[src/common/gpc_regs.vh]
`ifndef GPC_REGS_VH
`define GPC_REGS_VH

// Register index map, word addressed (byte address is four times the index).
`define GPC_ADDR_W         6
`define GPC_IDX_DIR        6'h00
`define GPC_IDX_DIR_CLR    6'h01
`define GPC_IDX_DIR_SET    6'h02
`define GPC_IDX_DIR_INV    6'h03
`define GPC_IDX_LVL        6'h04
`define GPC_IDX_LVL_CLR    6'h05
`define GPC_IDX_LVL_SET    6'h06
`define GPC_IDX_LVL_INV    6'h07
`define GPC_IDX_LAT        6'h08
`define GPC_IDX_LAT_CLR    6'h09
`define GPC_IDX_LAT_SET    6'h0a
`define GPC_IDX_LAT_INV    6'h0b
`define GPC_IDX_ODC        6'h0c
`define GPC_IDX_ODC_CLR    6'h0d
`define GPC_IDX_ODC_SET    6'h0e
`define GPC_IDX_ODC_INV    6'h0f
`define GPC_IDX_CNC        6'h10
`define GPC_IDX_CNC_CLR    6'h11
`define GPC_IDX_CNC_SET    6'h12
`define GPC_IDX_CNC_INV    6'h13

// Alias operation codes, taken from the two low index bits.
`define GPC_OP_W           2
`define GPC_OP_WRITE       2'h0
`define GPC_OP_CLR         2'h1
`define GPC_OP_SET         2'h2
`define GPC_OP_INV         2'h3

// Change-notice control fields.
`define GPC_CNC_ON_BIT     15
`define GPC_CNC_FRZ_BIT    14
`define GPC_CNC_IDLE_STOP_BIT   13

// Reset values.
`define GPC_DIR_RST        16'hffff
`define GPC_ODC_RST        16'h0000
`define GPC_LAT_RST        16'h0000
`define GPC_CNC_RST        3'h0

// Values answered for reads of aliases or unmapped addresses.
`define GPC_RD_UNDEF       32'h0000_0000
`define GPC_PORT_W         16
`define GPC_DATA_W         32

`endif

[src/rtl/gpc_pin_drive.v]
`timescale 1ns/1ns
// Output stage for the port pins: registered value and enable per pin.
module gpc_pin_drive #(
    parameter WIDTH = 16
) (
    // Clock and reset
    input  wire             ref_clk,
    input  wire             nrst,
    // Configuration
    input  wire [WIDTH-1:0] dir,
    input  wire [WIDTH-1:0] lat,
    input  wire [WIDTH-1:0] odc,
    input  wire [WIDTH-1:0] impl,
    // Pin side
    output reg  [WIDTH-1:0] pin_out,
    output reg  [WIDTH-1:0] pin_oe
);

    reg [WIDTH-1:0] oe_d;
    reg [WIDTH-1:0] out_d;

    always @* begin
        // Open drain only drives zeros; input pins ignore the open-drain bit.
        oe_d  = ~dir & impl & (~odc | ~lat);
        out_d = lat & ~dir & impl & ~odc;
    end

    always @(posedge ref_clk or negedge nrst) begin
        if (!nrst) begin
            pin_out <= {WIDTH{1'b0}};
            pin_oe  <= {WIDTH{1'b0}};
        end else begin
            pin_out <= out_d;
            pin_oe  <= oe_d;
        end
    end

endmodule

[src/rtl/gpc_port.v]
// Local design decisions: the register offsets and the strobed register port.
`timescale 1ns/1ns
`include "gpc_regs.vh"

module gpc_port #(
    parameter WIDTH    = `GPC_PORT_W,
    parameter IMPL     = 16'hffff,
    parameter HAS_PORT = 1
) (
    // Clock and reset
    input  wire                   ref_clk,
    input  wire                   nrst,
    // Register port
    input  wire [`GPC_ADDR_W-1:0] reg_addr,
    input  wire [`GPC_DATA_W-1:0] reg_wdata,
    input  wire                   reg_wr,
    input  wire                   reg_rd,
    output reg  [`GPC_DATA_W-1:0] reg_rdata,
    // Processor state
    input  wire                   cpu_debug,
    input  wire                   cpu_idle,
    // Pins
    input  wire [WIDTH-1:0]       pin_in,
    output wire [WIDTH-1:0]       pin_out,
    output wire [WIDTH-1:0]       pin_oe,
    // Change-notice unit state
    output reg                    change_notice_run_q
);

    // Pins left out of a variant, or the whole port, read and act as absent.
    localparam [WIDTH-1:0] IMPL_MASK = HAS_PORT ? IMPL[WIDTH-1:0] : {WIDTH{1'b0}};

    reg [WIDTH-1:0] pin_direction_q;
    reg [WIDTH-1:0] pin_direction_d;
    reg [WIDTH-1:0] output_latch_q;
    reg [WIDTH-1:0] output_latch_d;
    reg [WIDTH-1:0] open_drain_select_q;
    reg [WIDTH-1:0] open_drain_select_d;
    reg             cn_on_q;
    reg             cn_on_d;
    reg             debug_freeze_q;
    reg             debug_freeze_d;
    reg             idle_stop_q;
    reg             idle_stop_d;
    reg [`GPC_DATA_W-1:0] rdata_d;
    reg             run_d;

    wire [WIDTH-1:0]           wval;
    wire [`GPC_OP_W-1:0]       op;
    wire [`GPC_ADDR_W-1:0]     base;

    // Reserved upper bits of a write are dropped.
    assign wval = reg_wdata[WIDTH-1:0];
    assign op   = reg_addr[`GPC_OP_W-1:0];
    assign base = {reg_addr[`GPC_ADDR_W-1:`GPC_OP_W], {`GPC_OP_W{1'b0}}};

    // Apply a plain write or a clear, set or invert alias to a register value.
    function [WIDTH-1:0] apply_op;
        input [WIDTH-1:0]     cur;
        input [WIDTH-1:0]     val;
        input [`GPC_OP_W-1:0] code;
        begin
            case (code)
                `GPC_OP_WRITE: apply_op = val;
                `GPC_OP_CLR:   apply_op = cur & ~val;
                `GPC_OP_SET:   apply_op = cur | val;
                `GPC_OP_INV:   apply_op = cur ^ val;
                default:       apply_op = cur;
            endcase
        end
    endfunction

    // Widen a port value to the bus with unimplemented bits cleared.
    function [`GPC_DATA_W-1:0] rd_word;
        input [WIDTH-1:0] val;
        begin
            rd_word = {{(`GPC_DATA_W-WIDTH){1'b0}}, val & IMPL_MASK};
        end
    endfunction

    always @* begin
        pin_direction_d     = pin_direction_q;
        output_latch_d      = output_latch_q;
        open_drain_select_d = open_drain_select_q;
        cn_on_d             = cn_on_q;
        debug_freeze_d      = debug_freeze_q;
        idle_stop_d         = idle_stop_q;
        if (reg_wr) begin
            case (base)
                `GPC_IDX_DIR: begin
                    pin_direction_d = apply_op(pin_direction_q, wval, op);
                end
                // Pin-level writes land in the latch; there is no separate copy.
                `GPC_IDX_LVL: begin
                    output_latch_d = apply_op(output_latch_q, wval, op);
                end
                `GPC_IDX_LAT: begin
                    output_latch_d = apply_op(output_latch_q, wval, op);
                end
                `GPC_IDX_ODC: begin
                    open_drain_select_d = apply_op(open_drain_select_q, wval, op);
                end
                `GPC_IDX_CNC: begin
                    // Reserved bits 12 to 0 are not stored.
                    cn_on_d = apply_op({{(WIDTH-1){1'b0}}, cn_on_q},
                                       {{(WIDTH-1){1'b0}}, reg_wdata[`GPC_CNC_ON_BIT]},
                                       op) != {WIDTH{1'b0}};
                    debug_freeze_d = apply_op({{(WIDTH-1){1'b0}}, debug_freeze_q},
                                       {{(WIDTH-1){1'b0}}, reg_wdata[`GPC_CNC_FRZ_BIT]},
                                       op) != {WIDTH{1'b0}};
                    idle_stop_d = apply_op({{(WIDTH-1){1'b0}}, idle_stop_q},
                                       {{(WIDTH-1){1'b0}}, reg_wdata[`GPC_CNC_IDLE_STOP_BIT]},
                                       op) != {WIDTH{1'b0}};
                end
                default: begin
                    pin_direction_d = pin_direction_q;
                end
            endcase
        end
        // Outside debug mode the freeze bit is held at zero.
        if (!cpu_debug) begin
            debug_freeze_d = 1'b0;
        end
        pin_direction_d     = pin_direction_d & IMPL_MASK;
        output_latch_d      = output_latch_d & IMPL_MASK;
        open_drain_select_d = open_drain_select_d & IMPL_MASK;
    end

    always @* begin
        rdata_d = `GPC_RD_UNDEF;
        // Alias reads answer the fixed undefined value.
        if (reg_rd && op == `GPC_OP_WRITE) begin
            case (base)
                `GPC_IDX_DIR: rdata_d = rd_word(pin_direction_q);
                `GPC_IDX_LVL: rdata_d = rd_word(pin_in);
                `GPC_IDX_LAT: rdata_d = rd_word(output_latch_q);
                `GPC_IDX_ODC: rdata_d = rd_word(open_drain_select_q);
                `GPC_IDX_CNC: begin
                    rdata_d = `GPC_RD_UNDEF;
                    rdata_d[`GPC_CNC_ON_BIT]   = cn_on_q;
                    rdata_d[`GPC_CNC_FRZ_BIT]  = debug_freeze_q;
                    rdata_d[`GPC_CNC_IDLE_STOP_BIT] = idle_stop_q;
                end
                default: rdata_d = `GPC_RD_UNDEF;
            endcase
        end
    end

    always @* begin
        // The unit runs only when on and not frozen or idled.
        run_d = cn_on_q & ~(debug_freeze_q & cpu_debug) & ~(idle_stop_q & cpu_idle);
    end

    always @(posedge ref_clk or negedge nrst) begin
        if (!nrst) begin
            pin_direction_q     <= `GPC_DIR_RST;
            output_latch_q      <= `GPC_LAT_RST;
            open_drain_select_q <= `GPC_ODC_RST;
            cn_on_q             <= 1'b0;
            debug_freeze_q      <= 1'b0;
            idle_stop_q         <= 1'b0;
            reg_rdata           <= `GPC_RD_UNDEF;
            change_notice_run_q <= 1'b0;
        end else begin
            pin_direction_q     <= pin_direction_d;
            output_latch_q      <= output_latch_d;
            open_drain_select_q <= open_drain_select_d;
            cn_on_q             <= cn_on_d;
            debug_freeze_q      <= debug_freeze_d;
            idle_stop_q         <= idle_stop_d;
            reg_rdata           <= rdata_d;
            change_notice_run_q <= run_d;
        end
    end

    gpc_pin_drive #(
        .WIDTH (WIDTH)
    ) u_drive (
        .ref_clk (ref_clk),
        .nrst    (nrst),
        .dir     (pin_direction_q),
        .lat     (output_latch_q),
        .odc     (open_drain_select_q),
        .impl    (IMPL_MASK),
        .pin_out (pin_out),
        .pin_oe  (pin_oe)
    );

endmodule

[config.mk]
export PLATFORM = sky130hd
export DESIGN_NAME = gpc_port
export DESIGN_NICKNAME = d
export VERILOG_FILES = /design/src/rtl/gpc_pin_drive.v /design/src/rtl/gpc_port.v
export VERILOG_INCLUDE_DIRS = /design/src /design/src/common
export SDC_FILE = /design/constraint.sdc
export NUM_CORES = 1
export LEC_CHECK = 0
export BUFFER_PORTS_ARGS = -buffer_cell sky130_fd_sc_hd__buf_2
export CAP_MARGIN = 10
export CELL_PAD_IN_SITES_DETAIL_PLACEMENT = 0
export CELL_PAD_IN_SITES_GLOBAL_PLACEMENT = 1
export CORE_ASPECT_RATIO = 0.8
export CORE_MARGIN = 4
export CORE_UTILIZATION = 50
export CTS_CLUSTER_SIZE = 28
export DETAILED_ROUTE_END_ITERATION = 8
export PLACE_DENSITY_LB_ADDON = 0.1
export SKIP_LAST_GASP = 1
export SYNTH_ARGS = -nofsm -noshare
export SYNTH_HDL_FRONTEND = slang
export SYNTH_HIERARCHICAL = 1
export SYNTH_SLANG_ARGS = --single-unit
[constraint.sdc]
create_clock -name ref_clk -period 2.65 [get_ports ref_clk]
set_input_delay 0.3975 -clock ref_clk [delete_from_list [all_inputs] [get_ports ref_clk]]
set_output_delay 0.3975 -clock ref_clk [all_outputs]
set_load 0.03 [all_outputs]
After elaboration in Yosys (flattened, before gate mapping)
Cells that the tools add are included.

Input bits: 60. Flip-flop bits (word level): 116. Output and inout bits: 65.

Bitwise gates (word level): 35. Reductions and logical operators: 12. Equal/unequal tests: 9. Muxes and demuxes: 17.

Operators with widths (number): case mux 16 bit (4 select lines) (6); 2-to-1 mux 16 bit (7); AND 16 bit (6); case mux 16 bit (5 select lines) (1); inverter 16 bit (4); bitwise OR 16 bit (4); AND 1 x 16 -> 16 bit (3); inverter 1 -> 16 bit (3); nonzero test 16 bit (3); bitwise XOR 16 bit (3); AND reduction 2 bit (5); equality test 4 x 2 -> 1 bit (second input constant) (2); logical NOT 6 bit (1); AND 1 bit (4); equality test 2 bit (second input constant) (2); equality test 4 x 1 -> 1 bit (second input constant) (1); equality test 4 x 3 -> 1 bit (second input constant) (1); 2-to-1 mux 1 bit (3); bitwise OR 1 bit (3); bitwise XOR 1 bit (3); equality test 2 x 1 -> 1 bit (second input constant) (1); logical NOT 2 bit (1); inequality test 2 x 1 -> 1 bit (second input constant) (1); inequality test 2 bit (second input constant) (1); other kinds (3) (4).

Depth between registers and ports, before layout
Word-level depth: 9. Gate-level depth with buffers: 6. Depth with buffers taken out: 5.

Cells and area by module
Netlist, hierarchy kept.

Modules (own cells, without submodules): gpc_port (area an instance 6258.5 µm², seq. area each 1721.7 µm², cells each 519, instances 1); gpc_pin_drive (area an instance 1301.2 µm², seq. area each 800.8 µm², cells each 80, instances 1).

Worst setup path before layout
Ideal clock, no wire load.

Path kind: input to register. From: input reg_wdata[15]. To: register output_latch_q[15]. Path slack: 1.001 ns. Setup time: 0.125 ns. Path buffers: 0. Stages: 4. Arrival: 1.525 ns. Cell sequence: inv_1 > ha_1 > mux4_1 > mux2_2.

Longest elaborated chain between the ends: 3.

Ends and longest elaborated chain: start: declaration (line gpc_port.v:15) `` input wire [`GPC_DATA_W-1:0] reg_wdata, ``; inverter 16 bit (line gpc_port.v:65) `` `GPC_OP_CLR: apply_op = cur & ~val; ``; AND 16 bit (line gpc_port.v:65); case mux 16 bit (4 select lines) (*) (line gpc_port.v:63) `case (code)`; end signal: assignment (line gpc_port.v:157) `` output_latch_q <= `GPC_LAT_RST; ``; end signal: assignment (line gpc_port.v:166) `output_latch_q <= output_latch_d;`; end: declaration (line gpc_port.v:35) `reg [WIDTH-1:0] output_latch_q;`.

Mark *: on every way between the ends. The rest lies on a longest branch, timed or not. A chain may end at the register's enable or synchronous reset.

Worst setup path after layout
From: input reg_addr[2]. To: register output_latch_q[14].

Longest elaborated chain between the ends: 3.

Ends and longest elaborated chain: start: declaration (line gpc_port.v:14) `` input wire [`GPC_ADDR_W-1:0] reg_addr, ``; equality test 4 x 2 -> 1 bit or equality test 4 x 1 -> 1 bit (tied branches); OR reduction 2 bit (no source line) (*); AND reduction 2 bit (no source line) (*).

Marks and branches as above.

==> run summary <==
Outcome -> finished clean
Diode count -> 0
Die Ht -> 118.0 um
Post-DR vias/cell -> 5.235
Async SR Flop Fraction -> 1.000
Main flop type after synthesis -> dfrtp_1
Cells after DPL -> 877
Synth Area per Inst -> 12.62 sq um
Critical Path Source Type -> primary input
Lkg Pwr -> 0.004277 uW
GPL Wtd Cong -> 0.7516
Int Pwr -> 3927 uW
Seq cells post-synth -> 100
M1 GR Usage -> 0.2662
M3 GR Usage -> 0.04349
First-pass GRT wire length -> 26.01 mm
Syn Std Cell Area -> 7560 sq um
Die area -> 17160 sq um
RSZ-0062 raised after global routing -> no
Residual DRC count -> 0
Sw Pwr -> 2154 uW
Clock Skew -> 0.006700 ns
Synth unique cells -> 36
Core Rows -> 39
Tcrit/Tclk final -> 0.6827
WL final -> 15.71 mm
Met2 GRT Util -> 0.3064
Worst reg2reg path startpoint -> pin_direction_q[12]
Nets -> 866
Layout cells sized above 1 -> 0.3865
Crit path time final -> 1.809 ns
TritonRoute pass-1 iters -> 4
Setup TNS -> 0 ns
Worst r2r dst -> pin_direction_q[12]
Slew Viols, Final -> 0
TritonCTS clock tree -> done
Post-synthesis sequential area ratio -> 0.3337
Initial antenna violation count -> 0
FILL cells -> 1226
Commonest non-fill, non-tap cell in the layout -> inv_1
Flop2flop setup slack -> 0.90 ns
Multi-input gate area -> 4388 sq um
Peak Freq -> 0.5528 GHz
I/O pins -> 125
H-tree levels -> 3
CP arrival -> 2.04 ns
Initial Util -> 0.5199
Core Area -> 14540 sq um
Sequential Area -> 2522 sq um
Iter 0 DRT Violations -> 192
IO Port Bufs -> 92
Seq pwr share -> 0.421
Post-DRT Antenna Nets -> 0
Clock share of power -> 0.219
Min-Delay Path Class -> primary input to asynchronous set/reset pin
Die X -> 145.5 um
Clk_lat worst skew -> 0.36 ns
Vias in the first global route -> 4857
Critical path class -> primary input to register
Root Buffer -> clkbuf_16
Largest net degree at the start of global routing -> 48
CP Capture Type -> register
Post-CTS Setup Bufs -> 0
Worst-Margin Slew -> 0.8421 ns
Cts hold-fix bufs -> 0
Sw frac -> 0.3542
Combinational cell fraction of total power -> 0.360
CTS max path bufs -> 2
Worst reg-to-reg path cell count -> 4
Cts bufs inserted -> 9
Global Route Usage Sum -> 0.1911
Synth warn -> 6
Fin. Hold Viols -> 0
Gr ovfl total -> 0
Pwr per Cell Area -> 717.5 nW/um^2
MaxCap Viol Count -> 0
Worst-path clk slew -> 0.07 ns
Final setup vio count -> 0
Post-synth EDFFs -> 0
Hold WS -> 0.05800 ns
CTS Sinks -> 100
CP Data Required Time -> 2.88 ns
Global-route layer with the greatest usage -> met2
Synthesized netlist cell count -> 599
Worst Path Max Fanout -> 19
Vias -> 4675
Slew headroom -> 0.4373
Non-Filler Instances -> 893
Hpwl dp -> 11.06 mm
Post-CTS sizing -> 0
Most frequent cells in the layout -> inv_1, ha_1, buf_2
Avg WL per Cell -> 17.59 um
Synth-to-Final Area Change -> 12.10%
Max IR drop VDD -> 0.0003272 V
[routing by layer]
metal  share of wire  vias to the layer above
li1                -                     2237
met1            0.47                     2334
met2            0.47                       92
met3           0.043                       12
met4           0.011                        0
met5               0                        -
[metrics by stage]
step / worst slack, ns / total power (uW) / utilization / instance area [sq um]
floorplan: 1.001 / 4172 / - / 7672
global placement: 0.4790 / 4634 / 0.5626 / 8182
detailed placement: 0.4245 / 4797 / 0.5626 / 8182
CTS: 0.8059 / 6161 / 0.5828 / 8474
global route: 0.7029 / 6554 / 0.5828 / 8474
finish: 0.8409 / 6080 / 0.5828 / 8474
[power by group through the flow]
stage,sequential (uW),combinational (uW),clock [uW]
2_1_floorplan,2680,1490,0
3_3_place_gp,2560,2080,0
3_5_place_dp,2590,2210,0
4_1_cts,2560,2230,1370
5_1_grt,2660,2470,1430
6_report,2560,2190,1330
[layout make-up]
class,count,area share
clock inverters,6,0.007530
flip-flops and latches,100,0.2977
repair buffers,105,0.07057
inverters,118,0.05227
well taps,184,0.02717
multi-input cells,370,0.5178
clock buffers,10,0.02702
[worst max-delay path: stages]
cell and delay, ns:
buf_2 0.44, xor2_1 0.22, nand3_2 0.50, mux2_2 0.48
[registers in the layout, indices dropped and copies added (netlist names)]
register	flops
cn_on_q	1
change_notice_run_q	1
u_drive/pin_out	16
debug_freeze_q	1
idle_stop_q	1
reg_rdata	16
output_latch_q	16
open_drain_select_q	16
u_drive/pin_oe	16
pin_direction_q	16
[cell usage after synthesis (3+ instances only)]
library cell | n | area, sq um
a22oi_1 | 14 | 105.1
nand2b_4 | 16 | 220.2
nor3b_2 | 16 | 200.2
dfstp_2 | 16 | 420.4
nand2_1 | 17 | 63.81
mux4_2 | 30 | 675.7
nand3_1 | 3 | 15.01
dfrtp_1 | 84 | 2102
mux2_2 | 58 | 653.1
mux4_1 | 21 | 551.8
mux2_4 | 10 | 150.1
buf_2 | 10 | 50.05
ha_1 | 102 | 1276
buf_6 | 10 | 112.6
inv_1 | 118 | 442.9
buf_4 | 20 | 150.1
a21oi_1 | 32 | 160.2
[worst max-delay path by stage]
stage	from	endpoint	slack [ns]	cells after the start
6_report	reg_addr[2]	output_latch_q[14]	0.84	4
5_1_grt	reg_addr[2]	output_latch_q[5]	0.70	4
4_1_cts	reg_addr[2]	output_latch_q[14]	0.81	4
3_5_place_dp	reg_addr[2]	output_latch_q[13]	0.42	4
3_3_place_gp	reg_addr[2]	output_latch_q[2]	0.48	4
2_1_floorplan	reg_wdata[15]	output_latch_q[15]	1.00	4
[logic make-up after synthesis]
kind of cell               share of synthesized area
adders and majority gates                     0.1688
other                                      0.0009934
DFF                                           0.3337
xor gates and xnor gates                    0.001159
and+or+nand+nor                              0.08341
buffers and inverters                         0.1020
AOI/OAI and AO/OA                            0.04138
muxes                                         0.2686
No activity file was read; power rests on OpenSTA's default activity.
